<file path="src/verilog/dmacp_pkg.sv">
// package for the block-copy channel of the memory access controller
// assumes a 32-bit AXI4-Lite register bus and one 32-bit memory port
package dmacp_pkg;

   // register byte addresses
   localparam logic [31:0] ADDR_STANDBY     = 32'hfffe_0018;
   localparam logic [31:0] ADDR_SRC         = 32'hfffe_1000;
   localparam logic [31:0] ADDR_DST         = 32'hfffe_1004;
   localparam logic [31:0] ADDR_COUNT       = 32'hfffe_1008;
   localparam logic [31:0] ADDR_CTRL        = 32'hfffe_100c;
   localparam logic [31:0] ADDR_OPER        = 32'hfffe_1200;
   localparam logic [31:0] ADDR_IRQ_STATUS  = 32'hfffe_1210;
   localparam logic [31:0] ADDR_IRQ_CLEAR   = 32'hfffe_1214;
   localparam logic [31:0] ADDR_IRQ_ENABLE  = 32'hfffe_1218;

   // standby control, module stop set at reset so the controller sleeps
   localparam int          STBY_MSTOP_BIT   = 0;
   localparam logic [7:0]  STBY_RESET       = 8'h01;

   // channel control fields
   localparam int          CTRL_COUNT_MODE  = 31;
   localparam int          CTRL_DM_LSB      = 14;
   localparam int          CTRL_SM_LSB      = 12;
   localparam int          CTRL_RS_LSB      = 8;
   localparam int          CTRL_BUS_MODE    = 5;
   localparam int          CTRL_TS_LSB      = 3;
   localparam int          CTRL_TE          = 1;
   localparam int          CTRL_ENABLE      = 0;
   localparam logic [31:0] CTRL_WMASK       = 32'h8000_ff3d;
   localparam logic [31:0] CTRL_RESET       = 32'h0000_0000;

   // field codes
   localparam logic [1:0]  AMODE_FIXED      = 2'b00;
   localparam logic [1:0]  AMODE_INC        = 2'b01;
   localparam logic [1:0]  AMODE_DEC        = 2'b10;
   localparam logic [3:0]  RS_AUTO          = 4'b0100;
   localparam logic [1:0]  TS_BYTE          = 2'b00;
   localparam logic [1:0]  TS_WORD          = 2'b01;
   localparam logic [1:0]  TS_LONG          = 2'b10;

   // operation register fields
   localparam int          OPER_AE          = 2;
   localparam int          OPER_NONMASKABLE_INTERRUPT_FLAG        = 1;
   localparam int          OPER_DME         = 0;
   localparam logic [15:0] OPER_RESET       = 16'h0000;

   // interrupt status layout
   localparam int          IRQ_W            = 3;
   localparam int          IRQ_END          = 0;
   localparam int          IRQ_ADDR_ERR     = 1;
   localparam int          IRQ_NMI          = 2;

   // axi responses
   localparam logic [1:0]  RESP_OKAY        = 2'b00;
   localparam logic [1:0]  RESP_SLVERR      = 2'b10;

   typedef enum logic [2:0] {
      CH_IDLE  = 3'b001,
      CH_MOVE  = 3'b010,
      CH_WAIT  = 3'b100
   } dmacp_ch_state_t;

   typedef enum logic [2:0] {
      MV_IDLE  = 3'b001,
      MV_READ  = 3'b010,
      MV_WRITE = 3'b100
   } dmacp_mv_state_t;

endpackage
</file>
<file path="src/verilog/dmacp_channel.sv">
// one channel of the memory access controller with its AXI4-Lite register file
// assumes a single clock, a synchronous memory port with ack, and software setup
//
// Register access over AXI4-Lite is this design's own decision.
`timescale 1ns/1ps
module dmacp_channel #(
   parameter int CW = 32
) (
   input  wire logic        aclk,
   input  wire logic        aresetn,
   input  wire logic [31:0] s_axi_awaddr,
   input  wire logic        s_axi_awvalid,
   output logic             s_axi_awready,
   input  wire logic [31:0] s_axi_wdata,
   input  wire logic [3:0]  s_axi_wstrb,
   input  wire logic        s_axi_wvalid,
   output logic             s_axi_wready,
   output logic [1:0]       s_axi_bresp,
   output logic             s_axi_bvalid,
   input  wire logic        s_axi_bready,
   input  wire logic [31:0] s_axi_araddr,
   input  wire logic        s_axi_arvalid,
   output logic             s_axi_arready,
   output logic [31:0]      s_axi_rdata,
   output logic [1:0]       s_axi_rresp,
   output logic             s_axi_rvalid,
   input  wire logic        s_axi_rready,
   output logic             mem_req,
   output logic             mem_we,
   output logic [31:0]      mem_addr,
   output logic [1:0]       mem_size,
   output logic [31:0]      mem_wdata,
   input  wire logic        mem_ack,
   input  wire logic [31:0] mem_rdata,
   input  wire logic        nmi_event,
   output logic             bus_own,
   output logic             irq
);

   initial begin
      if (CW < 2 || CW > 32) $error("dmacp_channel: count width must be 2..32");
   end

   // byte-lane merge for register writes
   function automatic logic [31:0] merge(input logic [31:0] old, input logic [31:0] nw, input logic [3:0] strb);
      logic [31:0] r;
      r = old;
      for (int i = 0; i < 4; i++) begin
         if (strb[i]) r[i*8 +: 8] = nw[i*8 +: 8];
      end
      return r;
   endfunction

   // an address that does not suit the item size is an address error
   function automatic logic misaligned(input logic [31:0] a, input logic [1:0] ts);
      logic m;
      m = 1'b0;
      if (ts == dmacp_pkg::TS_WORD) m = a[0];
      else if (ts == dmacp_pkg::TS_LONG) m = |a[1:0];
      else if (ts != dmacp_pkg::TS_BYTE) m = 1'b1;
      return m;
   endfunction

   // next address for one mode field
   function automatic logic [31:0] step_addr(input logic [31:0] a, input logic [1:0] mode, input logic [31:0] sz);
      logic [31:0] r;
      r = a;
      if (mode == dmacp_pkg::AMODE_INC) r = a + sz;
      else if (mode == dmacp_pkg::AMODE_DEC) r = a - sz;
      return r;
   endfunction

   // register and bus state
   logic [7:0]    stby_q, stby_d;
   logic [31:0]   src_q, src_d, dst_q, dst_d, ctrl_q, ctrl_d;
   logic [CW-1:0] count_q, count_d;
   logic [15:0]   oper_q, oper_d;
   logic [dmacp_pkg::IRQ_W-1:0] ist_q, ist_d, ien_q, ien_d;
   logic          aw_have_q, aw_have_d, w_have_q, w_have_d, bvalid_q, bvalid_d, rvalid_q, rvalid_d;
   logic [31:0]   awaddr_q, awaddr_d, wdata_q, wdata_d, rdata_q, rdata_d;
   logic [3:0]    wstrb_q, wstrb_d;
   logic [1:0]    bresp_q, bresp_d, rresp_q, rresp_d;
   dmacp_pkg::dmacp_ch_state_t state_q, state_d;

   logic          do_write, mv_start, mv_done, run, te_set, ae_set, nmi_set;
   logic [31:0]   item_size;
   logic [CW-1:0] count_dec;

   assign s_axi_awready = !aw_have_q;
   assign s_axi_wready  = !w_have_q;
   assign s_axi_arready = !rvalid_q;
   assign do_write      = aw_have_q && w_have_q && !bvalid_q;

   // field views
   logic          f_enable, f_count_mode, f_bus_mode;
   logic [1:0]    f_dm, f_sm, f_ts;
   logic [3:0]    f_rs;
   assign f_enable     = ctrl_q[dmacp_pkg::CTRL_ENABLE];
   assign f_count_mode = ctrl_q[dmacp_pkg::CTRL_COUNT_MODE];
   assign f_bus_mode   = ctrl_q[dmacp_pkg::CTRL_BUS_MODE];
   assign f_dm         = ctrl_q[dmacp_pkg::CTRL_DM_LSB +: 2];
   assign f_sm         = ctrl_q[dmacp_pkg::CTRL_SM_LSB +: 2];
   assign f_rs         = ctrl_q[dmacp_pkg::CTRL_RS_LSB +: 4];
   assign f_ts         = ctrl_q[dmacp_pkg::CTRL_TS_LSB +: 2];
   assign item_size    = 32'h0000_0001 << f_ts;
   assign count_dec    = count_q - {{(CW-1){1'b0}}, 1'b1};

   // a pending error flag or finished copy also holds the channel off
   assign run = !stby_q[dmacp_pkg::STBY_MSTOP_BIT]
                && oper_q[dmacp_pkg::OPER_DME]
                && f_enable
                && !oper_q[dmacp_pkg::OPER_AE]
                && !oper_q[dmacp_pkg::OPER_NONMASKABLE_INTERRUPT_FLAG]
                && !ctrl_q[dmacp_pkg::CTRL_TE];

   // channel sequencer
   always_comb begin
      state_d  = state_q;
      mv_start = 1'b0;
      te_set   = 1'b0;
      ae_set   = 1'b0;
      case (state_q)
         dmacp_pkg::CH_IDLE: begin
            if (run && f_rs == dmacp_pkg::RS_AUTO) begin
               if (misaligned(src_q, f_ts) || misaligned(dst_q, f_ts)) begin
                  ae_set = 1'b1;
               end else begin
                  mv_start = 1'b1;
                  state_d  = dmacp_pkg::CH_MOVE;
               end
            end
         end
         dmacp_pkg::CH_MOVE: begin
            if (mv_done) begin
               if (count_dec == '0) begin
                  te_set  = 1'b1;
                  state_d = dmacp_pkg::CH_IDLE;
               end else if (!run) begin
                  state_d = dmacp_pkg::CH_IDLE;
               end else if (f_bus_mode && f_count_mode) begin
                  mv_start = 1'b1;
               end else begin
                  state_d = dmacp_pkg::CH_WAIT; // bus released between items
               end
            end
         end
         dmacp_pkg::CH_WAIT: state_d = dmacp_pkg::CH_IDLE;
         default: state_d = dmacp_pkg::CH_IDLE;
      endcase
   end

   assign nmi_set = nmi_event;

   // register file next values
   always_comb begin
      stby_d    = stby_q;
      src_d     = src_q;
      dst_d     = dst_q;
      count_d   = count_q;
      ctrl_d    = ctrl_q;
      oper_d    = oper_q;
      ist_d     = ist_q;
      ien_d     = ien_q;
      aw_have_d = aw_have_q;
      w_have_d  = w_have_q;
      awaddr_d  = awaddr_q;
      wdata_d   = wdata_q;
      wstrb_d   = wstrb_q;
      bvalid_d  = bvalid_q;
      bresp_d   = bresp_q;
      rvalid_d  = rvalid_q;
      rdata_d   = rdata_q;
      rresp_d   = rresp_q;

      // address and data are latched separately, in either order
      if (s_axi_awvalid && !aw_have_q) begin
         aw_have_d = 1'b1;
         awaddr_d  = s_axi_awaddr;
      end
      if (s_axi_wvalid && !w_have_q) begin
         w_have_d = 1'b1;
         wdata_d  = s_axi_wdata;
         wstrb_d  = s_axi_wstrb;
      end
      if (s_axi_bvalid && s_axi_bready) bvalid_d = 1'b0;

      // software writes
      if (do_write) begin
         aw_have_d = 1'b0;
         w_have_d  = 1'b0;
         bvalid_d  = 1'b1;
         bresp_d   = dmacp_pkg::RESP_OKAY;
         if (awaddr_q == dmacp_pkg::ADDR_STANDBY) begin
            stby_d = 8'(merge(32'(stby_q), wdata_q, wstrb_q));
         end else if (awaddr_q == dmacp_pkg::ADDR_SRC) begin
            src_d = merge(src_q, wdata_q, wstrb_q);
         end else if (awaddr_q == dmacp_pkg::ADDR_DST) begin
            dst_d = merge(dst_q, wdata_q, wstrb_q);
         end else if (awaddr_q == dmacp_pkg::ADDR_COUNT) begin
            count_d = CW'(merge(32'(count_q), wdata_q, wstrb_q));
         end else if (awaddr_q == dmacp_pkg::ADDR_CTRL) begin
            // transfer end only clears on a written 0, never sets from software
            ctrl_d = merge(ctrl_q, wdata_q, wstrb_q) & dmacp_pkg::CTRL_WMASK;
            ctrl_d[dmacp_pkg::CTRL_TE] = ctrl_q[dmacp_pkg::CTRL_TE] & (wdata_q[1] | !wstrb_q[0]);
         end else if (awaddr_q == dmacp_pkg::ADDR_OPER) begin
            // enable takes the new bit; the two flags can only be cleared
            oper_d[2:0] = 3'(merge(32'(oper_q), wdata_q, wstrb_q)) & {oper_q[2:1], 1'b1};
         end else if (awaddr_q == dmacp_pkg::ADDR_IRQ_CLEAR) begin
            if (wstrb_q[0]) ist_d = ist_q & ~wdata_q[dmacp_pkg::IRQ_W-1:0];
         end else if (awaddr_q == dmacp_pkg::ADDR_IRQ_ENABLE) begin
            if (wstrb_q[0]) ien_d = wdata_q[dmacp_pkg::IRQ_W-1:0];
         end else if (awaddr_q != dmacp_pkg::ADDR_IRQ_STATUS) begin
            bresp_d = dmacp_pkg::RESP_SLVERR;
         end
      end

      // channel progress; a count of zero runs the whole count range
      if (mv_done) begin
         src_d   = step_addr(src_q, f_sm, item_size);
         dst_d   = step_addr(dst_q, f_dm, item_size);
         count_d = count_dec;
      end

      // hardware sets win over a clearing write in the same cycle
      if (te_set) ctrl_d[dmacp_pkg::CTRL_TE] = 1'b1;
      if (ae_set) oper_d[dmacp_pkg::OPER_AE] = 1'b1;
      if (nmi_set) oper_d[dmacp_pkg::OPER_NONMASKABLE_INTERRUPT_FLAG] = 1'b1;
      ist_d = ist_d | {nmi_set, ae_set, te_set};

      // reads
      if (s_axi_rvalid && s_axi_rready) rvalid_d = 1'b0;
      if (s_axi_arvalid && !rvalid_q) begin
         rvalid_d = 1'b1;
         rresp_d  = dmacp_pkg::RESP_OKAY;
         rdata_d  = 32'h0000_0000;
         if (s_axi_araddr == dmacp_pkg::ADDR_STANDBY) rdata_d = 32'(stby_q);
         else if (s_axi_araddr == dmacp_pkg::ADDR_SRC) rdata_d = src_q;
         else if (s_axi_araddr == dmacp_pkg::ADDR_DST) rdata_d = dst_q;
         else if (s_axi_araddr == dmacp_pkg::ADDR_COUNT) rdata_d = 32'(count_q);
         else if (s_axi_araddr == dmacp_pkg::ADDR_CTRL) rdata_d = ctrl_q;
         else if (s_axi_araddr == dmacp_pkg::ADDR_OPER) rdata_d = 32'(oper_q);
         else if (s_axi_araddr == dmacp_pkg::ADDR_IRQ_STATUS) rdata_d = 32'(ist_q);
         else if (s_axi_araddr == dmacp_pkg::ADDR_IRQ_ENABLE) rdata_d = 32'(ien_q);
         else if (s_axi_araddr != dmacp_pkg::ADDR_IRQ_CLEAR) rresp_d = dmacp_pkg::RESP_SLVERR;
      end
   end

   // register everything
   always_ff @(posedge aclk) begin
      if (!aresetn) begin
         state_q   <= dmacp_pkg::CH_IDLE;
         stby_q    <= dmacp_pkg::STBY_RESET;
         src_q     <= 32'h0000_0000;
         dst_q     <= 32'h0000_0000;
         count_q   <= '0;
         ctrl_q    <= dmacp_pkg::CTRL_RESET;
         oper_q    <= dmacp_pkg::OPER_RESET;
         ist_q     <= '0;
         ien_q     <= '0;
         aw_have_q <= 1'b0;
         w_have_q  <= 1'b0;
         awaddr_q  <= 32'h0000_0000;
         wdata_q   <= 32'h0000_0000;
         wstrb_q   <= 4'h0;
         bvalid_q  <= 1'b0;
         bresp_q   <= dmacp_pkg::RESP_OKAY;
         rvalid_q  <= 1'b0;
         rdata_q   <= 32'h0000_0000;
         rresp_q   <= dmacp_pkg::RESP_OKAY;
      end else begin
         state_q   <= state_d;
         stby_q    <= stby_d;
         src_q     <= src_d;
         dst_q     <= dst_d;
         count_q   <= count_d;
         ctrl_q    <= ctrl_d;
         oper_q    <= oper_d;
         ist_q     <= ist_d;
         ien_q     <= ien_d;
         aw_have_q <= aw_have_d;
         w_have_q  <= w_have_d;
         awaddr_q  <= awaddr_d;
         wdata_q   <= wdata_d;
         wstrb_q   <= wstrb_d;
         bvalid_q  <= bvalid_d;
         bresp_q   <= bresp_d;
         rvalid_q  <= rvalid_d;
         rdata_q   <= rdata_d;
         rresp_q   <= rresp_d;
      end
   end

   assign s_axi_bvalid = bvalid_q;
   assign s_axi_bresp  = bresp_q;
   assign s_axi_rvalid = rvalid_q;
   assign s_axi_rdata  = rdata_q;
   assign s_axi_rresp  = rresp_q;
   assign bus_own      = (state_q == dmacp_pkg::CH_MOVE);
   assign irq          = |(ist_q & ien_q);

   // the item mover owns the memory port
   dmacp_mover #(
      .AW (32),
      .DW (32)
   ) u_mover (
      .aclk      (aclk),
      .aresetn   (aresetn),
      .start     (mv_start),
      .src_addr  (mv_done ? src_d : src_q), // chained item uses stepped address
      .dst_addr  (mv_done ? dst_d : dst_q),
      .size      (f_ts),
      .done      (mv_done),
      .mem_req   (mem_req),
      .mem_we    (mem_we),
      .mem_addr  (mem_addr),
      .mem_size  (mem_size),
      .mem_wdata (mem_wdata),
      .mem_ack   (mem_ack),
      .mem_rdata (mem_rdata)
   );

endmodule

</file>
<file path="src/verilog/dmacp_mover.sv">
// single-item mover: one read from the source, one write to the destination
// assumes a memory port that answers each request with a one-cycle ack
`timescale 1ns/1ps
module dmacp_mover #(
   parameter int AW = 32,
   parameter int DW = 32
) (
   input  wire logic          aclk,
   input  wire logic          aresetn,
   input  wire logic          start,
   input  wire logic [AW-1:0] src_addr,
   input  wire logic [AW-1:0] dst_addr,
   input  wire logic [1:0]    size,
   output logic               done,
   output logic               mem_req,
   output logic               mem_we,
   output logic [AW-1:0]      mem_addr,
   output logic [1:0]         mem_size,
   output logic [DW-1:0]      mem_wdata,
   input  wire logic          mem_ack,
   input  wire logic [DW-1:0] mem_rdata
);

   initial begin
      if (AW < 2 || DW != 32) $error("dmacp_mover: unsupported widths");
   end

   dmacp_pkg::dmacp_mv_state_t state_q, state_d;
   logic [AW-1:0] dst_q, dst_d, addr_q, addr_d;
   logic [DW-1:0] data_q, data_d;
   logic [1:0]    size_q, size_d;
   logic          done_q, done_d;

   // read then write; the write goes straight to memory, never through a cache
   always_comb begin
      state_d = state_q;
      dst_d   = dst_q;
      addr_d  = addr_q;
      data_d  = data_q;
      size_d  = size_q;
      done_d  = 1'b0;
      case (state_q)
         dmacp_pkg::MV_IDLE: begin
            if (start) begin
               addr_d  = src_addr;
               dst_d   = dst_addr;
               size_d  = size;
               state_d = dmacp_pkg::MV_READ;
            end
         end
         dmacp_pkg::MV_READ: begin
            if (mem_ack) begin
               data_d  = mem_rdata;
               addr_d  = dst_q;
               state_d = dmacp_pkg::MV_WRITE;
            end
         end
         dmacp_pkg::MV_WRITE: begin
            if (mem_ack) begin
               done_d  = 1'b1;
               state_d = dmacp_pkg::MV_IDLE;
            end
         end
         default: state_d = dmacp_pkg::MV_IDLE;
      endcase
   end

   always_ff @(posedge aclk) begin
      if (!aresetn) begin
         state_q <= dmacp_pkg::MV_IDLE;
         dst_q   <= '0;
         addr_q  <= '0;
         data_q  <= '0;
         size_q  <= 2'b00;
         done_q  <= 1'b0;
      end else begin
         state_q <= state_d;
         dst_q   <= dst_d;
         addr_q  <= addr_d;
         data_q  <= data_d;
         size_q  <= size_d;
         done_q  <= done_d;
      end
   end

   assign done      = done_q;
   assign mem_req   = (state_q != dmacp_pkg::MV_IDLE);
   assign mem_we    = (state_q == dmacp_pkg::MV_WRITE);
   assign mem_addr  = addr_q;
   assign mem_size  = size_q;
   assign mem_wdata = data_q;

endmodule

</file>
<file path="config.mk">
export PLATFORM = sky130hd
export DESIGN_NAME = dmacp_channel
export DESIGN_NICKNAME = d
export VERILOG_FILES = /design/src/verilog/dmacp_pkg.sv /design/src/verilog/dmacp_channel.sv /design/src/verilog/dmacp_mover.sv
export SDC_FILE = /design/constraint.sdc
export NUM_CORES = 1
export LEC_CHECK = 0
export BUFFER_PORTS_ARGS = -buffer_cell sky130_fd_sc_hd__clkbuf_2
export CORE_MARGIN = 5
export CORE_UTILIZATION = 61
export CTS_CLUSTER_DIAMETER = 150
export DETAILED_ROUTE_END_ITERATION = 8
export PLACE_DENSITY = 0.9
export SYNTH_ARGS = -nofsm -noshare
export SYNTH_HDL_FRONTEND = slang
export SYNTH_SLANG_ARGS = --single-unit
</file>
<file path="constraint.sdc">
create_clock -name aclk -period 5.26 [get_ports aclk]
set_input_delay 1.052 -clock aclk [delete_from_list [all_inputs] [get_ports aclk]]
set_output_delay 1.052 -clock aclk [all_outputs]
set_load 0.05 [all_outputs]
</file>
* Yosys cells after proc, flatten, opt, wreduce, memory -nomap -nowiden
Index checks and enable logic that the tools add are counted.
** Cells by class
- Add/subtract/negate cells :: 5
- Eq/ne operators :: 55
- Shift-type cells :: 1
- Muxes and demuxes :: 134
- Bitwise gates (word level) :: 15
- Reduce and logical (&&, ||, !) cells :: 64
** Operators by type and width (number)
- 32-bit two-way mux :: 28
- 32-bit equality test (second input constant) :: 16
- 3-bit two-way mux :: 36
- 8-bit two-way mux :: 12
- 32-bit adder :: 2
- 32-bit != test (second input constant) :: 2
- 32-bit case mux with 2 select lines :: 1
- 32-bit subtractor :: 2
- 2-bit two-way mux :: 24
- 7-bit AND reduction :: 6
- 2-bit != test (second input constant) :: 18
- 32-bit logical NOT :: 1
- 2-bit nonzero test :: 16
- 1-bit by 2-bit << shifter with 32-bit output (first input constant) :: 1
- 32-bit by 1-bit subtractor with 32-bit output (second input constant) :: 1
- 1-bit two-way mux :: 30
- 6-bit AND reduction :: 5
- 1-bit logical AND :: 14
- 2-bit by 1-bit != test with 1-bit output (second input constant) :: 5
- 10-bit AND reduction :: 1
- 3-bit AND :: 3
- 1-bit logical NOT :: 9
- 3-bit case mux with 3 select lines :: 1
- 3-bit AND reduction :: 3
- other kinds (20) :: 37
** Storage, ports and cells
- Bits in registers :: 341
- Input bits :: 141
- Word-level logic and storage cells :: 307

* Logic depth before layout (Yosys ltp)
- Depth in word-level cells :: 17
- Depth in mapped cells :: 15

* Modules after synthesis
Synthesis repeated with hierarchy kept, for this count alone.
** Second synthesis, totals
- Cells, all modules :: 2523
- Area, all modules :: 19351.1 µm²
** By module, submodules not included
- dmacp_channel :: instances 1, cells each 2032, area each 15262.1 µm², sequential area each 4744.6 µm²
- dmacp_mover :: instances 1, cells each 491, area each 4088.9 µm², sequential area each 2042.0 µm²

* Least setup slack after synthesis
OpenSTA, ideal clock, no wires.
- Path kind :: input to register
- Start point :: input s_axi_araddr[0]
- End point :: register rdata_q[23], in the netlist s_axi_rdata[23]
- Setup time :: 86 ps
- Arrival time :: 3716 ps
- Required time :: 5174 ps
- Setup slack :: 1459 ps
- Stages on the path :: 11
- Path buffers :: 3
- Cells stage by stage :: nand4b_1 -> or4_1 -> nor4_1 -> nand2_1 -> nor4_1 -> and2_1 -> clkbuf_1 -> clkbuf_1 -> buf_1 -> a222oi_1 -> a211oi_1
** On the way
- Cells in the longest elaborated chain, start to end :: 5
** Ends and longest elaborated chain
- start, declared :: RTL line dmacp_channel.sv:21 : input wire logic [31:0] s_axi_araddr,
- 32-bit equality test :: RTL line dmacp_channel.sv:239 : else if (s_axi_araddr == dmacp_pkg::ADDR_COUNT) rdata_d = 32'(count_q);
- 32-bit two-way mux :: RTL line dmacp_channel.sv:239
- 32-bit two-way mux :: RTL line dmacp_channel.sv:238 : else if (s_axi_araddr == dmacp_pkg::ADDR_DST) rdata_d = dst_q;
- 32-bit two-way mux :: RTL line dmacp_channel.sv:237 : else if (s_axi_araddr == dmacp_pkg::ADDR_SRC) rdata_d = src_q;
- 32-bit two-way mux * :: RTL line dmacp_channel.sv:236 : if (s_axi_araddr == dmacp_pkg::ADDR_STANDBY) rdata_d = 32'(stby_q);
- end signal, assigned :: RTL line dmacp_channel.sv:288 : rdata_q <= rdata_d;
- end, declared :: RTL line dmacp_channel.sv:80 : logic [31:0] awaddr_q, awaddr_d, wdata_q, wdata_d, rdata_q, rdata_d;
Mark *: on every way between the ends. The rest lies on a longest branch, timed or not.
A chain may end at the register's enable or synchronous reset.

* Worst setup path in the final report
- Start point :: register count_q[0]
- End point :: register u_mover.addr_q[31], in the netlist u_mover.mem_addr[31]
** On the way
- Cells in the longest elaborated chain, start to end :: 7
** Ends and longest elaborated chain
- start, declared :: RTL line dmacp_channel.sv:76 : logic [CW-1:0] count_q, count_d;
- start signal, assigned :: RTL line dmacp_channel.sv:275 : count_q <= count_d;
- 32-bit by 1-bit subtractor with 32-bit output :: RTL line dmacp_channel.sv:106 : assign count_dec = count_q - {{(CW-1){1'b0}}, 1'b1};
- 32-bit logical NOT :: RTL line dmacp_channel.sv:135 : if (count_dec == '0) begin
- 1-bit two-way mux :: RTL line dmacp_channel.sv:135
- 1-bit two-way mux :: RTL line dmacp_channel.sv:134 : if (mv_done) begin
- 1-bit case mux with 2 select lines :: RTL line dmacp_channel.sv:122 : case (state_q)
- 2-bit != test (no line)
- 3-bit AND reduction (no line)
- end signal, assigned :: RTL line dmacp_mover.sv:79 : addr_q <= addr_d;
- end, declared :: RTL line dmacp_mover.sv:29 : logic [AW-1:0] dst_q, dst_d, addr_q, addr_d;
Every way passes these cells.

==> results_dict.tcl <==
set metrics [dict create \
    die_x_um 187 \
    drt-initial-drc-count 2512 \
    cts_root_buf "clkbuf_16" \
    hpwl_um 46100 \
    cts.htree.levels 2 \
    clock_latency_ns 0.54 \
    grt_start_max_net_pins 119 \
    yosysWarnings 0 \
    crit_arrival_ns 4.71 \
    grt_antenna_before_repair 0 \
    io_buffers 249 \
    synthMostInstantiatedCell "nand2_1" \
    synth_top_area_share 0.356 \
    drtAntennaViolNets 0 \
    reg2reg_depth 11 \
    status "finished clean" \
    wl_per_cell_um 21.4 \
    dr.pass1.iters 9 \
    fmax_mhz 235 \
    synth-async-reset-ratio 0 \
    r2r_setup_slack_ns 1.00 \
    max-vdd-ir-drop_v 0.000282 \
    tns_ns 0 \
    maxSlewViolCount 0 \
    crit_chain "inv_1, ha_1, nor3b_1, nand4_1, or4_1, xor2_1, nand3_1, o31a_2, nor2_4, buf_12, mux2i_1" \
    n_antenna_cell 0 \
    cts.path.max_buffers 3 \
    period_minus_slack_ns 4.26 \
    min_from "awaddr_q[25]" \
    cp_slowest_stage_delay_ns 0.67 \
    grt_pass1_vias 18600 \
    num_rows 64 \
    crit_path_end_kind "flop" \
    hold_buffers 0 \
    die_h_um 187 \
    hold_path_depth 2 \
    critPathRequiredTime_ns 5.71 \
    cts.repair.resized 0 \
    p_per_area_nw_per_um2 268 \
    setup_viol 0 \
    numCtsBuffers 37 \
    gp_congestion 1.00 \
    setup_slack_ns 1.00 \
    layout-drive-gt1-share 0.164 \
    vias_per_cell 6.57 \
    worst-setup-path-type "reg -> reg" \
    cts.clk_slew.worst_paths_ns 0.06 \
    ys_seq_elements 339 \
    overflow 0 \
    whs_endpoint "awaddr_q[25]" \
    dieArea_um2 34900 \
    rsz0062_at_grt "false" \
    track_usage 0.350 \
    cp_num_buf_inv 2 \
    cts_sinks 339 \
    cts_tree "yes" \
    routed_wl_um 64200 \
    area_delta_synth_final_pct 12.9 \
    slowest_stage "or4_1" \
    reg2reg_to "u_mover.mem_addr[31]" \
    ys_seq_area_frac 0.356 \
    hold_class "reg -> reg" \
    drv_cap 0 \
    drt_drc_violations_left 0 \
    timing.rr.start "count_q[0]" \
    dp_slack_ns 1.14 \
    vias 19700 \
    grt_pass1_wl_um 101000 \
    layout.nets 2737 \
    core_area_um2 30700 \
    synth_edf_count 0 \
    min_period_over_period 0.810 \
    tightest_slew_ns 1.24 \
    path_max_fanout 17 \
    leakage_nw 8.44 \
    skew_ns 0.0153 \
    ys_top_cells_by_count "nand2_1 (435), dfxtp_1 (339), nor2_1 (243)" \
    cp_top_family "simple AND/OR/NAND/NOR gates" \
    cp-start-kind "flop" \
    max_slew_margin 0.171 \
    syn-instance-count 2473 \
    hold_violations 0 \
    syn_area_um2 19100 \
    synth_area_leaders "dfxtp_1 (36%), nand2_1 (8.6%), a21oi_1 (5.6%)" \
    syn-mean-instance-area_um2 7.70 \
    boundaryPins 252 \
    synth_top_cell_by_area "dfxtp_1" \
    cts_setup_buffers 0 \
    start_util 0.620 \
    synthFlopType "dfxtp_1" \
    synthDistinctLibCells 88 \
]
state kept, by name, summed over array words and instances, names as in the netlist, 4 cells and up, named ones only:
name and flops:
awaddr_q 32, count_q 32, dst_q 32, s_axi_rdata 32, src_q 32, u_mover.dst_q 32
u_mover.mem_addr 32, u_mover.mem_wdata 32, wdata_q 32, ctrl_q 15, stby_q 8, wstrb_q 4
power breakdown:
group          switching, mW  total (mW)  internal, mW  leakage, nW
combinational          0.199       0.293        0.0932         5.04
clock                   1.11        2.80          1.69        0.652
sequential            0.0616        2.67          2.61         2.75
per-layer routing:
layer	track usage	part of all wire
met4	0.164	0.060
met2	0.582	0.46
met3	0.0635	0.10
met1	0.444	0.38
met5	0	0
cell usage in the layout (no fill, tap or decap), types with 42 or more instances in the layout:
cell type,n
a211oi_1,70
a21oi_1,215
clkbuf_2,248
dfxtp_1,338
mux2_2,42
mux2i_1,93
nand2_1,435
nand3_1,72
nor2_1,242
nor3_1,51
o21ai_0,70
xnor2_1,69
xor2_1,45
final cells by class:
type	instances	area (um2)
tap	396	495
sequential	339	6790
multi-input combinational	1883	11300
clock inverter	13	195
inverter	37	146
fill	2552	9240
clock buffer	53	1120
timing repair buffer	276	1480
stage by stage:
step,utilization,hold WS [ns],power [mW],cell area (um2),std cells
after floorplan,-,0.429,2.89,19100,2474
after global placement,0.657,0.440,3.00,20200,2931
after detailed placement,0.657,0.443,3.01,20200,2931
after CTS,0.699,0.452,5.77,21500,2997
after global routing,0.699,0.468,5.92,21500,2997
final,0.699,0.453,5.76,21500,2997
worst reg2reg max path: cells and delay by family (launching register included):
family	cells	cell delay, ns
multiplexers	1	0.22
XOR/XNOR	1	0.22
flip-flops	1	0.40
AND/OR/NAND/NOR	5	2.31
buffers and inverters	2	0.33
adder cells (fa/ha/maj)	1	0.27
AO/OA/AOI/OAI	1	0.42
worst max path at each step:
stage / from / endpoint / slack (ns) / cells after the start
final: count_q[0] / u_mover.mem_addr[31] / 1.00 / 11
after global routing: count_q[1] / u_mover.mem_addr[30] / 0.73 / 11
after CTS: count_q[0] / u_mover.mem_addr[31] / 1.10 / 11
after detailed placement: s_axi_araddr[0] / s_axi_rdata[14] / 1.14 / 10
after global placement: s_axi_araddr[0] / s_axi_rdata[14] / 1.27 / 10
after floorplan: s_axi_araddr[0] / s_axi_rdata[23] / 1.46 / 11
logic make-up after synthesis:
group,synth area share
mux,0.0749
compound gates,0.196
fa+ha+maj,0.0166
other cells,0.000197
xor+xnor,0.0524
buf+inv,0.0524
simple gates,0.252
flops,0.356
(Power assumes the default switching activity.)
